## src/logic/meat_pkg.sv

```systemverilog
package meat_pkg;
	// page table entry layout
	localparam int ENTRY_VALID_BIT = 0;
	localparam int ENTRY_WRITE_ENABLE_BIT = 1;
	localparam int ENTRY_PRIVILEGED_ONLY_BIT = 2;
	localparam int ENTRY_WRITE_MERGE_BIT = 3;
	localparam int ENTRY_EXCLUSIVE_SCOPE_BIT = 4;
	localparam int PTE_MODE_LSB = 6;
	localparam int PTE_BASE_LSB = 12;
	localparam int PAGE_MASK_W = 12;
	localparam int LOOKUP_FIRST_BIT = 2;
	localparam int GLOBAL_RANGE_BIT = 31;
	localparam int NUM_THREADS = 4;
	localparam logic [4:0] BYPASS_CTRL_BITS = 5'h03;
	localparam logic [7:0] MASK_TOP_KEEP = 8'hff;
	// configuration codes
	localparam logic [2:0] CFG_RESET = 3'h0;
	localparam logic [2:0] CFG_ENHANCED_BYPASS = 3'h6;
	localparam logic [2:0] CFG_ACTIVE = 3'h7;
	// register byte offsets
	localparam logic [11:0] OFS_TRANSLATION_MODE_CONFIG = 12'h000;
	localparam logic [11:0] OFS_LOCAL_BYPASS_CACHE_CTRL = 12'h004;
	localparam logic [11:0] OFS_GLOBAL_BYPASS_CACHE_CTRL = 12'h008;
	localparam logic [11:0] OFS_TLB_FLUSH = 12'h00c;
	localparam logic [11:0] OFS_STATUS = 12'h010;
	// idle cycles before an open merge buffer is sent
	localparam int MERGE_HOLD_CYCLES = 4;

	typedef enum logic [1:0] {
		cache_mode_uncached = 2'b00,
		cache_mode_transient = 2'b01,
		cache_mode_single_way = 2'b10,
		cache_mode_full = 2'b11
	} meat_cache_mode_t;
	typedef enum logic [1:0] {
		mmu_bypass = 2'b00,
		mmu_enhanced = 2'b01,
		mmu_active = 2'b10
	} meat_mmu_mode_t;
	typedef enum logic [2:0] {
		fault_none = 3'b000,
		fault_invalid = 3'b001,
		fault_write = 3'b010,
		fault_privileged_only = 3'b011,
		fault_read = 3'b100,
		fault_claim = 3'b101
	} meat_fault_t;
	typedef enum logic [1:0] {
		st_idle = 2'b00,
		st_lookup = 2'b01,
		st_walk = 2'b10
	} meat_state_t;

	typedef struct packed {
		logic valid;
		logic lookup;
		logic write;
		logic privileged_only;
		logic claimed;
		logic [1:0] thread;
		logic [NUM_THREADS-1:0] lock_mask;
		logic [31:0] addr;
		logic [63:0] wdata;
		logic [7:0] be;
	} meat_req_t;
	typedef struct packed {
		logic valid;
		meat_fault_t fault;
		logic [31:0] paddr;
		logic burst_read;
		logic cache_alloc;
		logic alloc_transient;
		logic alloc_way_only;
		logic [1:0] alloc_way;
		logic write_merge_allowed;
		logic exclusive_system_scope;
		logic system_coherent_flag;
		logic [63:0] result;
	} meat_resp_t;
	typedef struct packed {
		logic valid;
		logic l1_valid;
		logic [31:0] pte;
		logic readable;
		logic single_use;
		logic [PAGE_MASK_W-1:0] mask;
	} meat_walk_t;
	typedef struct packed {
		logic [19:0] tag;
		logic [31:0] pte;
		logic readable;
		logic single_use;
		logic [PAGE_MASK_W-1:0] mask;
	} meat_tlb_ent_t;
	typedef struct packed {
		logic valid;
		logic [28:0] qaddr;
		logic [63:0] data;
		logic [7:0] be;
	} meat_wr_t;
endpackage

```

## src/logic/meat_tlb_mem.sv

```systemverilog
`timescale 1ns/10ps
module meat_tlb_mem #(
	parameter int W = 66,
	parameter int DEPTH = 16,
	parameter int IDX_W = 4
) (
	input wire logic sys_clk,
	input wire logic we,
	input wire logic [IDX_W-1:0] waddr,
	input wire logic [W-1:0] wdata,
	input wire logic [IDX_W-1:0] raddr,
	output logic [W-1:0] rdata
);
	logic [W-1:0] mem [DEPTH];

	// no reset: validity lives in flops outside
	always_ff @(posedge sys_clk) begin
		if (we) begin
			mem[waddr] <= wdata;
		end
		rdata <= mem[raddr];
	end
endmodule

```

## src/logic/meat_write_merge.sv

```systemverilog
`timescale 1ns/10ps
module meat_write_merge
	import meat_pkg::*;
(
	input wire logic sys_clk,
	input wire logic rst_b,
	input wire logic in_valid,
	input wire logic in_merge,
	input wire logic [31:0] in_addr,
	input wire logic [63:0] in_data,
	input wire logic [7:0] in_be,
	output meat_wr_t out_wr
);
	typedef struct packed {
		meat_wr_t hold;
		logic sealed;
		logic [2:0] idle;
		meat_wr_t out;
	} meat_wm_state_t;
	meat_wm_state_t s_r, s_nxt;
	logic same;

	// only open, mergeable entries of one qword absorb later writes,
	// so write order on the bus is never changed
	always_comb begin
		s_nxt = s_r;
		s_nxt.out.valid = 1'b0;
		same = s_r.hold.valid & !s_r.sealed & in_merge
			& (s_r.hold.qaddr == in_addr[31:3]);
		if (in_valid && same) begin
			for (int i = 0; i < 8; i++) begin
				if (in_be[i]) begin
					s_nxt.hold.data[i*8 +: 8] = in_data[i*8 +: 8];
				end
			end
			s_nxt.hold.be = s_r.hold.be | in_be;
			s_nxt.idle = 3'h0;
		end else if (in_valid) begin
			s_nxt.out = s_r.hold;
			s_nxt.hold.valid = 1'b1;
			s_nxt.hold.qaddr = in_addr[31:3];
			s_nxt.hold.data = in_data;
			s_nxt.hold.be = in_be;
			s_nxt.sealed = !in_merge;
			s_nxt.idle = 3'h0;
		end else if (s_r.hold.valid) begin
			// unmergeable writes leave at once, open ones after a pause
			if (s_r.sealed || 32'(s_r.idle) == MERGE_HOLD_CYCLES - 1) begin
				s_nxt.out = s_r.hold;
				s_nxt.hold.valid = 1'b0;
			end else begin
				s_nxt.idle = s_r.idle + 3'h1;
			end
		end
	end

	// state register
	always_ff @(posedge sys_clk or negedge rst_b) begin
		if (!rst_b) begin
			s_r <= '0;
		end else begin
			s_r <= s_nxt;
		end
	end

	assign out_wr = s_r.out;
endmodule

```

## src/logic/meat_translate.sv

```systemverilog
`timescale 1ns/10ps
module meat_translate
	import meat_pkg::*;
#(
	parameter int TLB_DEPTH = 16
) (
	input wire logic sys_clk,
	input wire logic rst_b,
	input wire logic psel,
	input wire logic penable,
	input wire logic pwrite,
	input wire logic [11:0] paddr,
	input wire logic [31:0] pwdata,
	output logic pready,
	output logic [31:0] prdata,
	output logic pslverr,
	input meat_req_t req,
	output logic req_ready,
	output meat_resp_t resp,
	output logic walk_req_valid,
	output logic [31:0] walk_req_addr,
	input meat_walk_t walk_rsp,
	output meat_wr_t wr_out
);
	localparam int IDX_W = $clog2(TLB_DEPTH);
	localparam int ENT_W = $bits(meat_tlb_ent_t);

	typedef struct packed {
		meat_state_t st;
		meat_req_t q;
		logic [TLB_DEPTH-1:0] vld;
		logic [2:0] cfg;
		logic [1:0] lebc;
		logic [1:0] gebc;
		meat_fault_t last_fault;
		meat_resp_t resp;
		logic walk_req;
		logic [31:0] walk_addr;
		logic req_ready;
		logic pready;
		logic [31:0] prdata;
		logic pslverr;
	} meat_state_all_t;

	meat_state_all_t s_r, s_nxt;
	meat_mmu_mode_t mmu_mode;
	meat_req_t cur;
	meat_tlb_ent_t ent, fill;
	logic take;
	logic hit;
	logic fin;
	logic push_wr;
	logic mem_we;
	logic apb_wr;
	logic [IDX_W-1:0] idx_q;
	logic [IDX_W-1:0] raddr;
	logic [ENT_W-1:0] rdata;
	logic src_ok;
	logic src_first;
	logic [31:0] src_pte;
	logic src_readable;
	logic src_single;
	logic [PAGE_MASK_W-1:0] src_mask;
	logic [31:0] keep;
	logic [1:0] eb_mode;
	meat_cache_mode_t b_mode;
	logic b_alloc;
	meat_fault_t b_fault;
	logic [63:0] b_res;

	// mode decode from the configuration value
	always_comb begin
		if (s_r.cfg == CFG_ACTIVE) begin
			mmu_mode = mmu_active;
		end else if (s_r.cfg == CFG_ENHANCED_BYPASS) begin
			mmu_mode = mmu_enhanced;
		end else begin
			mmu_mode = mmu_bypass;
		end
	end

	// request path: a new request in idle, else the held one
	assign take = req.valid & s_r.req_ready;
	assign cur = (s_r.st == st_idle) ? req : s_r.q;
	assign idx_q = s_r.q.addr[PTE_BASE_LSB +: IDX_W];
	assign raddr = take ? req.addr[PTE_BASE_LSB +: IDX_W] : idx_q;
	assign ent = meat_tlb_ent_t'(rdata);
	assign hit = s_r.vld[idx_q]
		& (ent.tag == s_r.q.addr[31:PTE_BASE_LSB]);
	assign apb_wr = psel & penable & pwrite & s_r.pready & !s_r.pslverr;

	// fill entry straight from the walker answer
	always_comb begin
		fill.tag = s_r.q.addr[31:PTE_BASE_LSB];
		fill.pte = walk_rsp.pte;
		fill.readable = walk_rsp.readable;
		fill.single_use = walk_rsp.single_use;
		fill.mask = walk_rsp.mask;
	end

	// enhanced bypass picks its cache mode by local or global range
	always_comb begin
		if (mmu_mode != mmu_enhanced) begin
			eb_mode = cache_mode_uncached;
		end else if (cur.addr[GLOBAL_RANGE_BIT]) begin
			eb_mode = s_r.gebc;
		end else begin
			eb_mode = s_r.lebc;
		end
	end

	// choose where the mapping of this cycle's finishing request is from
	always_comb begin
		fin = 1'b0;
		src_ok = 1'b0;
		src_first = 1'b0;
		src_pte = '0;
		src_readable = 1'b0;
		src_single = 1'b0;
		src_mask = '1;
		case (s_r.st)
			st_idle: begin
				// no translation outside active mode: identity mapping
				fin = take & (mmu_mode != mmu_active);
				src_ok = 1'b1;
				src_pte = {cur.addr[31:PTE_BASE_LSB], 4'h0, eb_mode,
					1'b0, BYPASS_CTRL_BITS};
				src_readable = 1'b1;
			end
			st_lookup: begin
				fin = hit;
				src_ok = ent.pte[ENTRY_VALID_BIT];
				src_pte = ent.pte;
				src_readable = ent.readable;
				src_single = ent.single_use;
				src_mask = ent.mask;
			end
			st_walk: begin
				fin = walk_rsp.valid;
				src_ok = walk_rsp.l1_valid
					& walk_rsp.pte[ENTRY_VALID_BIT];
				src_first = !walk_rsp.l1_valid;
				src_pte = walk_rsp.pte;
				src_readable = walk_rsp.readable;
				src_single = walk_rsp.single_use;
				src_mask = walk_rsp.mask;
			end
			default: begin
				fin = 1'b0;
			end
		endcase
	end

	// cache allocation from the entry's mode and the set's lock state
	always_comb begin
		b_mode = meat_cache_mode_t'(src_pte[PTE_MODE_LSB +: 2]);
		b_alloc = (b_mode != cache_mode_uncached);
		if (b_mode == cache_mode_single_way
			&& cur.lock_mask[cur.thread]) begin
			b_alloc = 1'b0;
		end
		if (b_mode == cache_mode_full && &cur.lock_mask) begin
			b_alloc = 1'b0;
		end
	end

	// access checks; a lookup instruction itself never faults
	always_comb begin
		if (cur.lookup) begin
			b_fault = fault_none;
		end else if (!src_ok) begin
			b_fault = fault_invalid;
		end else if (cur.write && !src_pte[ENTRY_WRITE_ENABLE_BIT]) begin
			b_fault = fault_write;
		end else if (src_pte[ENTRY_PRIVILEGED_ONLY_BIT] && !cur.privileged_only) begin
			b_fault = fault_privileged_only;
		end else if (!cur.write && !src_readable) begin
			b_fault = fault_read;
		end else if (src_pte[ENTRY_EXCLUSIVE_SCOPE_BIT] && !cur.claimed) begin
			b_fault = fault_claim;
		end else begin
			b_fault = fault_none;
		end
	end

	// packed lookup result; undefined fields of a miss read zero
	always_comb begin
		b_res = '0;
		if (src_ok) begin
			b_res = {16'h0000, src_mask, 1'b0, src_single, 1'b0,
				src_readable, src_pte};
		end else begin
			b_res[LOOKUP_FIRST_BIT] = src_first;
		end
		// mask bits keep the entry base, clear ones pass linear bits
		keep = {MASK_TOP_KEEP, src_mask, 12'h000};
	end

	assign push_wr = fin & cur.write & !cur.lookup & (b_fault == fault_none);

	// main sequencing, register bus and TLB bookkeeping
	always_comb begin
		s_nxt = s_r;
		s_nxt.resp.valid = 1'b0;
		s_nxt.walk_req = 1'b0;
		mem_we = 1'b0;
		case (s_r.st)
			st_idle: begin
				if (take) begin
					s_nxt.q = req;
					if (mmu_mode == mmu_active) begin
						s_nxt.st = st_lookup;
						s_nxt.req_ready = 1'b0;
					end
				end
			end
			st_lookup: begin
				if (hit) begin
					if (ent.single_use) begin
						s_nxt.vld[idx_q] = 1'b0;
					end
				end else begin
					s_nxt.walk_req = 1'b1;
					s_nxt.walk_addr = s_r.q.addr;
					s_nxt.st = st_walk;
				end
			end
			st_walk: begin
				if (walk_rsp.valid) begin
					// invalid mappings are never kept, a retry refetches
					if (src_ok) begin
						mem_we = 1'b1;
						s_nxt.vld[idx_q] = 1'b1;
					end
				end
			end
			default: begin
				s_nxt.st = st_idle;
			end
		endcase

		// answer the finishing request
		if (fin) begin
			s_nxt.st = st_idle;
			s_nxt.req_ready = 1'b1;
			s_nxt.last_fault = b_fault;
			s_nxt.resp.valid = 1'b1;
			s_nxt.resp.fault = b_fault;
			s_nxt.resp.paddr = (src_pte & keep)
				| (cur.addr & ~keep);
			s_nxt.resp.burst_read = (b_mode != cache_mode_uncached);
			s_nxt.resp.cache_alloc = b_alloc;
			s_nxt.resp.alloc_transient =
				(b_mode == cache_mode_transient);
			s_nxt.resp.alloc_way_only =
				(b_mode == cache_mode_single_way);
			s_nxt.resp.alloc_way = cur.thread;
			s_nxt.resp.write_merge_allowed =
				src_pte[ENTRY_WRITE_MERGE_BIT];
			s_nxt.resp.exclusive_system_scope =
				src_pte[ENTRY_EXCLUSIVE_SCOPE_BIT];
			s_nxt.resp.system_coherent_flag =
				src_pte[ENTRY_EXCLUSIVE_SCOPE_BIT];
			s_nxt.resp.result = b_res;
		end

		// apb: answer in the first access cycle, data staged at setup
		s_nxt.pready = psel & !penable;
		s_nxt.pslverr = 1'b0;
		s_nxt.prdata = '0;
		if (psel && !penable) begin
			case (paddr)
				OFS_TRANSLATION_MODE_CONFIG: begin
					s_nxt.prdata = {29'h0, s_r.cfg};
				end
				OFS_LOCAL_BYPASS_CACHE_CTRL: begin
					s_nxt.prdata = {30'h0, s_r.lebc};
				end
				OFS_GLOBAL_BYPASS_CACHE_CTRL: begin
					s_nxt.prdata = {30'h0, s_r.gebc};
				end
				OFS_TLB_FLUSH: begin
					s_nxt.prdata = '0;
				end
				OFS_STATUS: begin
					s_nxt.prdata = {26'h0, s_r.st != st_idle,
						s_r.last_fault, mmu_mode};
				end
				default: begin
					s_nxt.pslverr = 1'b1;
				end
			endcase
		end
		if (apb_wr) begin
			case (paddr)
				OFS_TRANSLATION_MODE_CONFIG: begin
					s_nxt.cfg = pwdata[2:0];
				end
				OFS_LOCAL_BYPASS_CACHE_CTRL: begin
					s_nxt.lebc = pwdata[1:0];
				end
				OFS_GLOBAL_BYPASS_CACHE_CTRL: begin
					s_nxt.gebc = pwdata[1:0];
				end
				OFS_TLB_FLUSH: begin
					// flush wins over a same-cycle fill: stale is worse
					s_nxt.vld = '0;
				end
				default: begin
					s_nxt.vld = s_nxt.vld;
				end
			endcase
		end
	end

	// state register; reset leaves the unit in bypass mode
	always_ff @(posedge sys_clk or negedge rst_b) begin
		if (!rst_b) begin
			s_r <= '0;
			s_r.cfg <= CFG_RESET;
			s_r.req_ready <= 1'b1;
		end else begin
			s_r <= s_nxt;
		end
	end

	meat_tlb_mem #(
		.W(ENT_W),
		.DEPTH(TLB_DEPTH),
		.IDX_W(IDX_W)
	) u_tlb_mem (
		.sys_clk(sys_clk),
		.we(mem_we),
		.waddr(idx_q),
		.wdata(fill),
		.raddr(raddr),
		.rdata(rdata)
	);

	meat_write_merge u_merge (
		.sys_clk(sys_clk),
		.rst_b(rst_b),
		.in_valid(push_wr),
		.in_merge(src_pte[ENTRY_WRITE_MERGE_BIT]),
		.in_addr(s_nxt.resp.paddr),
		.in_data(cur.wdata),
		.in_be(cur.be),
		.out_wr(wr_out)
	);

	// outputs straight from flops
	assign pready = s_r.pready;
	assign prdata = s_r.prdata;
	assign pslverr = s_r.pslverr;
	assign req_ready = s_r.req_ready;
	assign resp = s_r.resp;
	assign walk_req_valid = s_r.walk_req;
	assign walk_req_addr = s_r.walk_addr;
endmodule

```

## config.mk

```make
export PLATFORM = sky130hd
export DESIGN_NAME = meat_translate
export DESIGN_NICKNAME = d
export VERILOG_FILES = /design/src/logic/meat_pkg.sv /design/src/logic/meat_tlb_mem.sv /design/src/logic/meat_write_merge.sv /design/src/logic/meat_translate.sv
export SDC_FILE = /design/constraint.sdc
export NUM_CORES = 2
export LEC_CHECK = 0
export BUFFER_PORTS_ARGS = -buffer_cell sky130_fd_sc_hd__buf_2
export CAP_MARGIN = 20
export CORE_UTILIZATION = 61
export DETAILED_ROUTE_END_ITERATION = 7
export MAX_ROUTING_LAYER = met4
export PLACE_DENSITY = 0.8
export SLEW_MARGIN = 40
export SYNTH_ARGS = -nofsm -noshare
export SYNTH_HDL_FRONTEND = slang
export SYNTH_SLANG_ARGS = --single-unit
export TNS_END_PERCENT = 10
```

## constraint.sdc

```tcl
create_clock -name sys_clk -period 8.2 [get_ports sys_clk]
set_input_delay 2.46 -clock sys_clk [delete_from_list [all_inputs] [get_ports sys_clk]]
set_output_delay 2.46 -clock sys_clk [all_outputs]
set_load 0.02 [all_outputs]
```

# Word-level counts from Yosys, hierarchy flattened
# Memories as Yosys holds them, arrays and structs flattened. A register that Yosys moved wholly into a read port is not among the register bits.
# Index checks and enable logic that the tools add are counted.
# totals
reg_bits	524
ramBits	1056
out_inout_bits	279
elab_cells	242
memories	1
# mem_list
name	depth	width	rd	rd_ports_with_merged_regs	write_ports	line	text
u_tlb_mem.mem	16	66	1	1	1	meat_tlb_mem.sv:14	logic [W-1:0] mem [DEPTH];
# op_classes
add_sub_neg	1
order_cmp	3
eq_ne	30
n_mux	79
bitwise	25
reduce_logical	53
# ops
operator	n
105-bit 2-to-1 mux	2
102-bit 2-to-1 mux	2
117-bit 2-to-1 mux	1
114-bit 2-to-1 mux	1
109-bit 2-to-1 mux	1
32-bit one-hot mux with 3 select lines	1
16-bit 2-to-1 mux	5
73-bit 2-to-1 mux	1
72-bit 2-to-1 mux	1
33-bit 2-to-1 mux	2
32-bit bitwise AND	2
8-bit 2-to-1 mux	8
45-bit 2-to-1 mux	1
32-bit inverter	1
32-bit OR	1
16-bit one-hot mux with 2 select lines	1
2-bit AND reduction	15
29-bit == test	1
3-bit 2-to-1 mux	9
12-bit by 4-bit == test with 1-bit output, second input constant	2
12-bit one-hot mux with 2 select lines	1
6-bit one-hot mux with 4 select lines	1
23-bit 2-to-1 mux	1
1-bit 2-to-1 mux	21
42 further kinds	109

# Longest topological paths before layout
# depth
depth_word	19
depth_mapped	19
depth_no_buf	13

# Modules after synthesis
# A second synthesis with hierarchy kept.
# hier_totals
hier_cells	3872
area_unflattened_um2	66183.5
# by_module_without_submodules
module	n_inst	cells_each	area_each_um2	seq_area_each_um2
meat_tlb_mem	1	1698	40800.4	33031.7
meat_translate	1	1200	14423.8	6782.8
meat_write_merge	1	974	10959.3	5205.0

# Worst setup path after synthesis
# OpenSTA, ideal clock, no wires.
# synth_path
path_kind	input -> register
from	in walk_rsp[14] (netlist name)
to	reg s_r[190] (netlist name)
setup_time_ps	81
arrival_ps	6527
slack_ps	1591
cell_stages	7
n_path_buf	0
cell_sequence	nand3_1 -> a21oi_1 -> and3_1 -> nand3_1 -> nor2_1 -> o21ai_0 -> a21oi_1
# synth_lines
item	line	text
from (decl)	meat_translate.sv:22	input meat_walk_t walk_rsp,
to (signal assigned)	meat_translate.sv:323	s_r <= s_nxt;
to (decl)	meat_translate.sv:45	meat_state_all_t s_r, s_nxt;

# Worst setup path after layout
# layout_path
from	in walk_rsp[1] (netlist name)
to	reg u_merge.s_r[200] (netlist name)
# layout_between
elab_chain_len	10
# layout_lines
item	line	text
12-bit one-hot mux with 2 select lines *	meat_translate.sv:121	case (s_r.st)
32-bit inverter	meat_translate.sv:250	| (cur.addr & ~keep);
32-bit bitwise AND	meat_translate.sv:250	
32-bit OR *	meat_translate.sv:250	
109-bit 2-to-1 mux *	meat_translate.sv:243	if (fin) begin
29-bit == test *	meat_write_merge.sv:29	& (s_r.hold.qaddr == in_addr[31:3]);
1-bit bitwise AND *	meat_write_merge.sv:29	
1-bit logical AND *	meat_write_merge.sv:30	if (in_valid && same) begin
1-bit inverter (no source line) *	-	
2-bit AND reduction (no source line) *	-	
to (signal assigned)	meat_write_merge.sv:62	s_r <= s_nxt;
to (decl)	meat_write_merge.sv:20	meat_wm_state_t s_r, s_nxt;
# Mark *: on every way between the ends. The rest lies on a longest branch, timed or not.
# A chain may end at the register's enable or synchronous reset.

==> summary.txt <==
================================================================================
Number of input and output port buffers inserted                             417
Primary FF master, synth                                            sky130_fd_sc_hd__edfxtp_1
Most area-hungry cell type in the Yosys netlist                     sky130_fd_sc_hd__edfxtp_1
Category of the critical setup timing path                          input port to flop
Number of clock sinks                                                       1601
Detailed-route vias per instance                                           6.853
Largest fanout of any net on the critical path                                29
Number of cells on the worst reg-to-reg path                                  12
Core region area                                                      114200 µm²
Drt first-iter violations                                                   6600
Final hold violation count                                                     0
YS warnings                                                                    0
Xor and xnor area share after synthesis                                 0.004737
Highest clock frequency the design can meet                            166.7 MHz
Clock root cell                                                     sky130_fd_sc_hd__clkbuf_16
Count of flip-flops with a built-in enable after synthesis                  1056
H-tree Lvls                                                                    4
Global-route usage over all layers                                        0.3547
Gate Count Post-Synth                                                       5069
Clock buffer depth                                                             3
Aggregate routed wire length                                            201.7 mm
Number of max-cap violations                                                   0
Area share of the leading cell type in the synthesized netlist            0.4513
Initial antenna violation count                                               52
Share of async-settable or async-resettable flops after synthesis         0.2992
Die ar.                                                               116500 µm²
Resize count post-CTS                                                          0
Number of global-route vias before repair                                  46170
Post-route DRC violation count                                                 0
Run status                                                          complete, but fails checks
Initial standard-cell utilization of the core                             0.6153
RSZ-0062 raised after global routing                                          no
Commonest non-fill, non-tap cell in the layout                      sky130_fd_sc_hd__edfxtp_1
Commonest non-fill, non-tap cells in the layout                     sky130_fd_sc_hd__edfxtp_1, sky130_fd_sc_hd__nand2_1, sky130_fd_sc_hd__dfrtp_1
Mean instance size in the synthesized netlist                          13.86 µm²
Register area share after synthesis                                       0.6408
Class of the tightest hold or removal check                         flop to flop
Clk slew on worst S/H paths                                                50 ps
Number of different library cells in the post-synthesis netlist               77
Final setup skew                                                        63.81 ps
Max-slew violations                                                            0
Data arrival at the endpoint of the critical path                        6660 ps
Worst R2R End                                                       u_merge.s_r[200]
Worst Min Path Start                                                    resp[72]
FF+latch count, synth                                                       1601
Required time of the worst setup path                                    8860 ps
Failing checks                                                      antenna violations
Hold Crit Depth                                                                2
Worst supply voltage drop on vdd                                     0.0002080 V
Clock insertion delay at the later pin of the skew report                 820 ps
Total power divided by cell area                                    208.7 nW/µm²
Synth area leaders                                                  sky130_fd_sc_hd__edfxtp_1, sky130_fd_sc_hd__dfrtp_1, sky130_fd_sc_hd__mux4_2
Post-route antenna net violation count                                         1
Vertical die dimension                                                  341.4 µm
Synth Area in Compound Gates                                             0.09301
Area delta synth->final                                                   11.40%
Kind of start point of the critical path                              input port
Share of layout cells above drive strength 1                              0.2337
Simple-Gate Fraction of Synth Area                                       0.07841
Final count of negative-setup-slack endpoints                                  0
Netlist area before placement                                          70260 µm²
Filler cell count                                                           7154
Worst r2r src                                                           s_r[319]
Placement Rows                                                               124
Number of post-CTS setup repair buffers                                        0
Hold-fix buffer count after cts                                                0
Register-to-register setup slack                                         2330 ps
Total leakage power                                                   0.03097 µW
Tmin final                                                               5998 ps
PnR Total Power                                                         16330 µW
Via total after detailed routing                                           47080
Total Negative Setup Slacks                                                 0 ps
Worst slew pin tran                                                      1041 ps
Final period utilization                                                  0.7315
Slew headroom                                                             0.3063
CTS Buf Count                                                                158
Number of placed I/O pins                                                    491
First-pass GRT wire length                                              295.8 mm
Hold Crit Endpoint                                                      resp[72]
Number of nets in the layout                                                5380
Largest net degree at the start of global routing                            210
Leftover overflow at the end of global routing                                 0
Placed cell count                                                           6508
CTS tree                                                                   built
Dominant combinational cell family by area after synthesis          multiplexers
Routed len/inst                                                         29.35 µm
Die X                                                                   341.4 µm
Routability congestion estimate from global placement                     0.9228
Element type at the critical path end                                       flop
Post-detailed-placement half-perimeter wirelength                       116.0 mm
Post-layout instance count excluding filler cells                           6871
Fraction of synthesized area in multiplexers                              0.1283
Iteration count of the initial detailed-routing pass                           6
Adder-Cell Fraction of Synth Area                                       0.001069
================================================================================
[registers in the layout, indices dropped and copies added (netlist names), 20 cells and up]
register,flops
resp,90
u_tlb_mem.rdata,66
s_r,119
fill,20
u_tlb_mem.mem,1056
walk_req_addr,32
u_merge.s_r,106
u_merge.out_wr,102
[layout make-up]
cell class,instances,area [µm²],share of cell area
flip-flops and latches,1601,45020,0.5752
clock inverters,79,959.7,0.01226
multi-input cells,2807,21920,0.2801
well taps,1512,1892,0.02417
diodes,62,155.1,0.001982
clock buffers,216,4363,0.05575
inverters,37,138.9,0.001775
repair buffers,557,3815,0.04874
[critical path, cell delays in order]
cell and delay [ps]:
sky130_fd_sc_hd__buf_2 190, sky130_fd_sc_hd__a22oi_1 820, sky130_fd_sc_hd__nand2_1 160, sky130_fd_sc_hd__o21ai_1 340, sky130_fd_sc_hd__xor2_1 130, sky130_fd_sc_hd__or4_1 530, sky130_fd_sc_hd__o41ai_1 420, sky130_fd_sc_hd__nand4_1 210
sky130_fd_sc_hd__o31ai_4 670, sky130_fd_sc_hd__buf_12 310, sky130_fd_sc_hd__mux2_1 360
[worst max path at each step]
stage,start,to,slack (ps),depth (start not counted)
detailed placement,req[114],u_merge.s_r[183],1340,13
CTS,req[114],u_merge.s_r[198],2200,13
global route,req[114],u_merge.s_r[187],2100,13
finish,walk_rsp[1],u_merge.s_r[200],2200,11
floorplan,walk_rsp[14],s_r[190],1590,7
global placement,req[114],u_merge.s_r[203],1410,13
[power breakdown]
| part | switching [µW] | internal (µW) |
|---|---|---|
| registers | 0.250 | 8590 |
| logic | 209 | 66.5 |
| clock network | 3220 | 4240 |
[per-layer routing]
layer	global-route usage	wire length, µm
met1	0.4467	70910
met3	0.1059	27140
met5	-	0
met4	0.1691	9376
met2	0.5292	94250
[synthesized netlist by cell type (all sizes together), types with 67 or more instances]
library cell	instances
mux2i	117
nand3	81
o311ai	101
nand2	728
a211oi	79
and2	69
a221oi	67
mux2	158
o21ai	146
buf	362
o211ai	106
nor3	68
a31oi	175
nor2	135
a21oi	153
or4	68
clkbuf	305
edfxtp	1056
mux4	269
dfrtp	478
[metrics by stage]
| stage | hold slack (ps) | area, µm² | utilization | setup slack (ps) |
|---|---|---|---|---|
| 2_1_floorplan | 440.0 | 70420 | - | 1591 |
| 3_3_place_gp | 444.8 | 72250 | 0.6327 | 1405 |
| 3_5_place_dp | 451.6 | 72660 | 0.6363 | 1335 |
| 4_1_cts | 463.6 | 77980 | 0.6829 | 2196 |
| 5_1_grt | 501.7 | 78220 | 0.6850 | 2101 |
| 6_report | 459.4 | 78270 | 0.6854 | 2202 |
[logic make-up (layout without fill, tap and decap cells)]
| logic type | after synthesis | in the layout |
|---|---|---|
| mux | 544 | 544 |
| xor+xnor | 38 | 38 |
| compound gates | 946 | 946 |
| other cells | 1 | 106 |
| simple gates | 1229 | 1229 |
| buf+inv | 704 | 889 |
| flops | 1601 | 1601 |
| fa+ha+maj | 6 | 6 |
(Power assumes the default switching activity.)
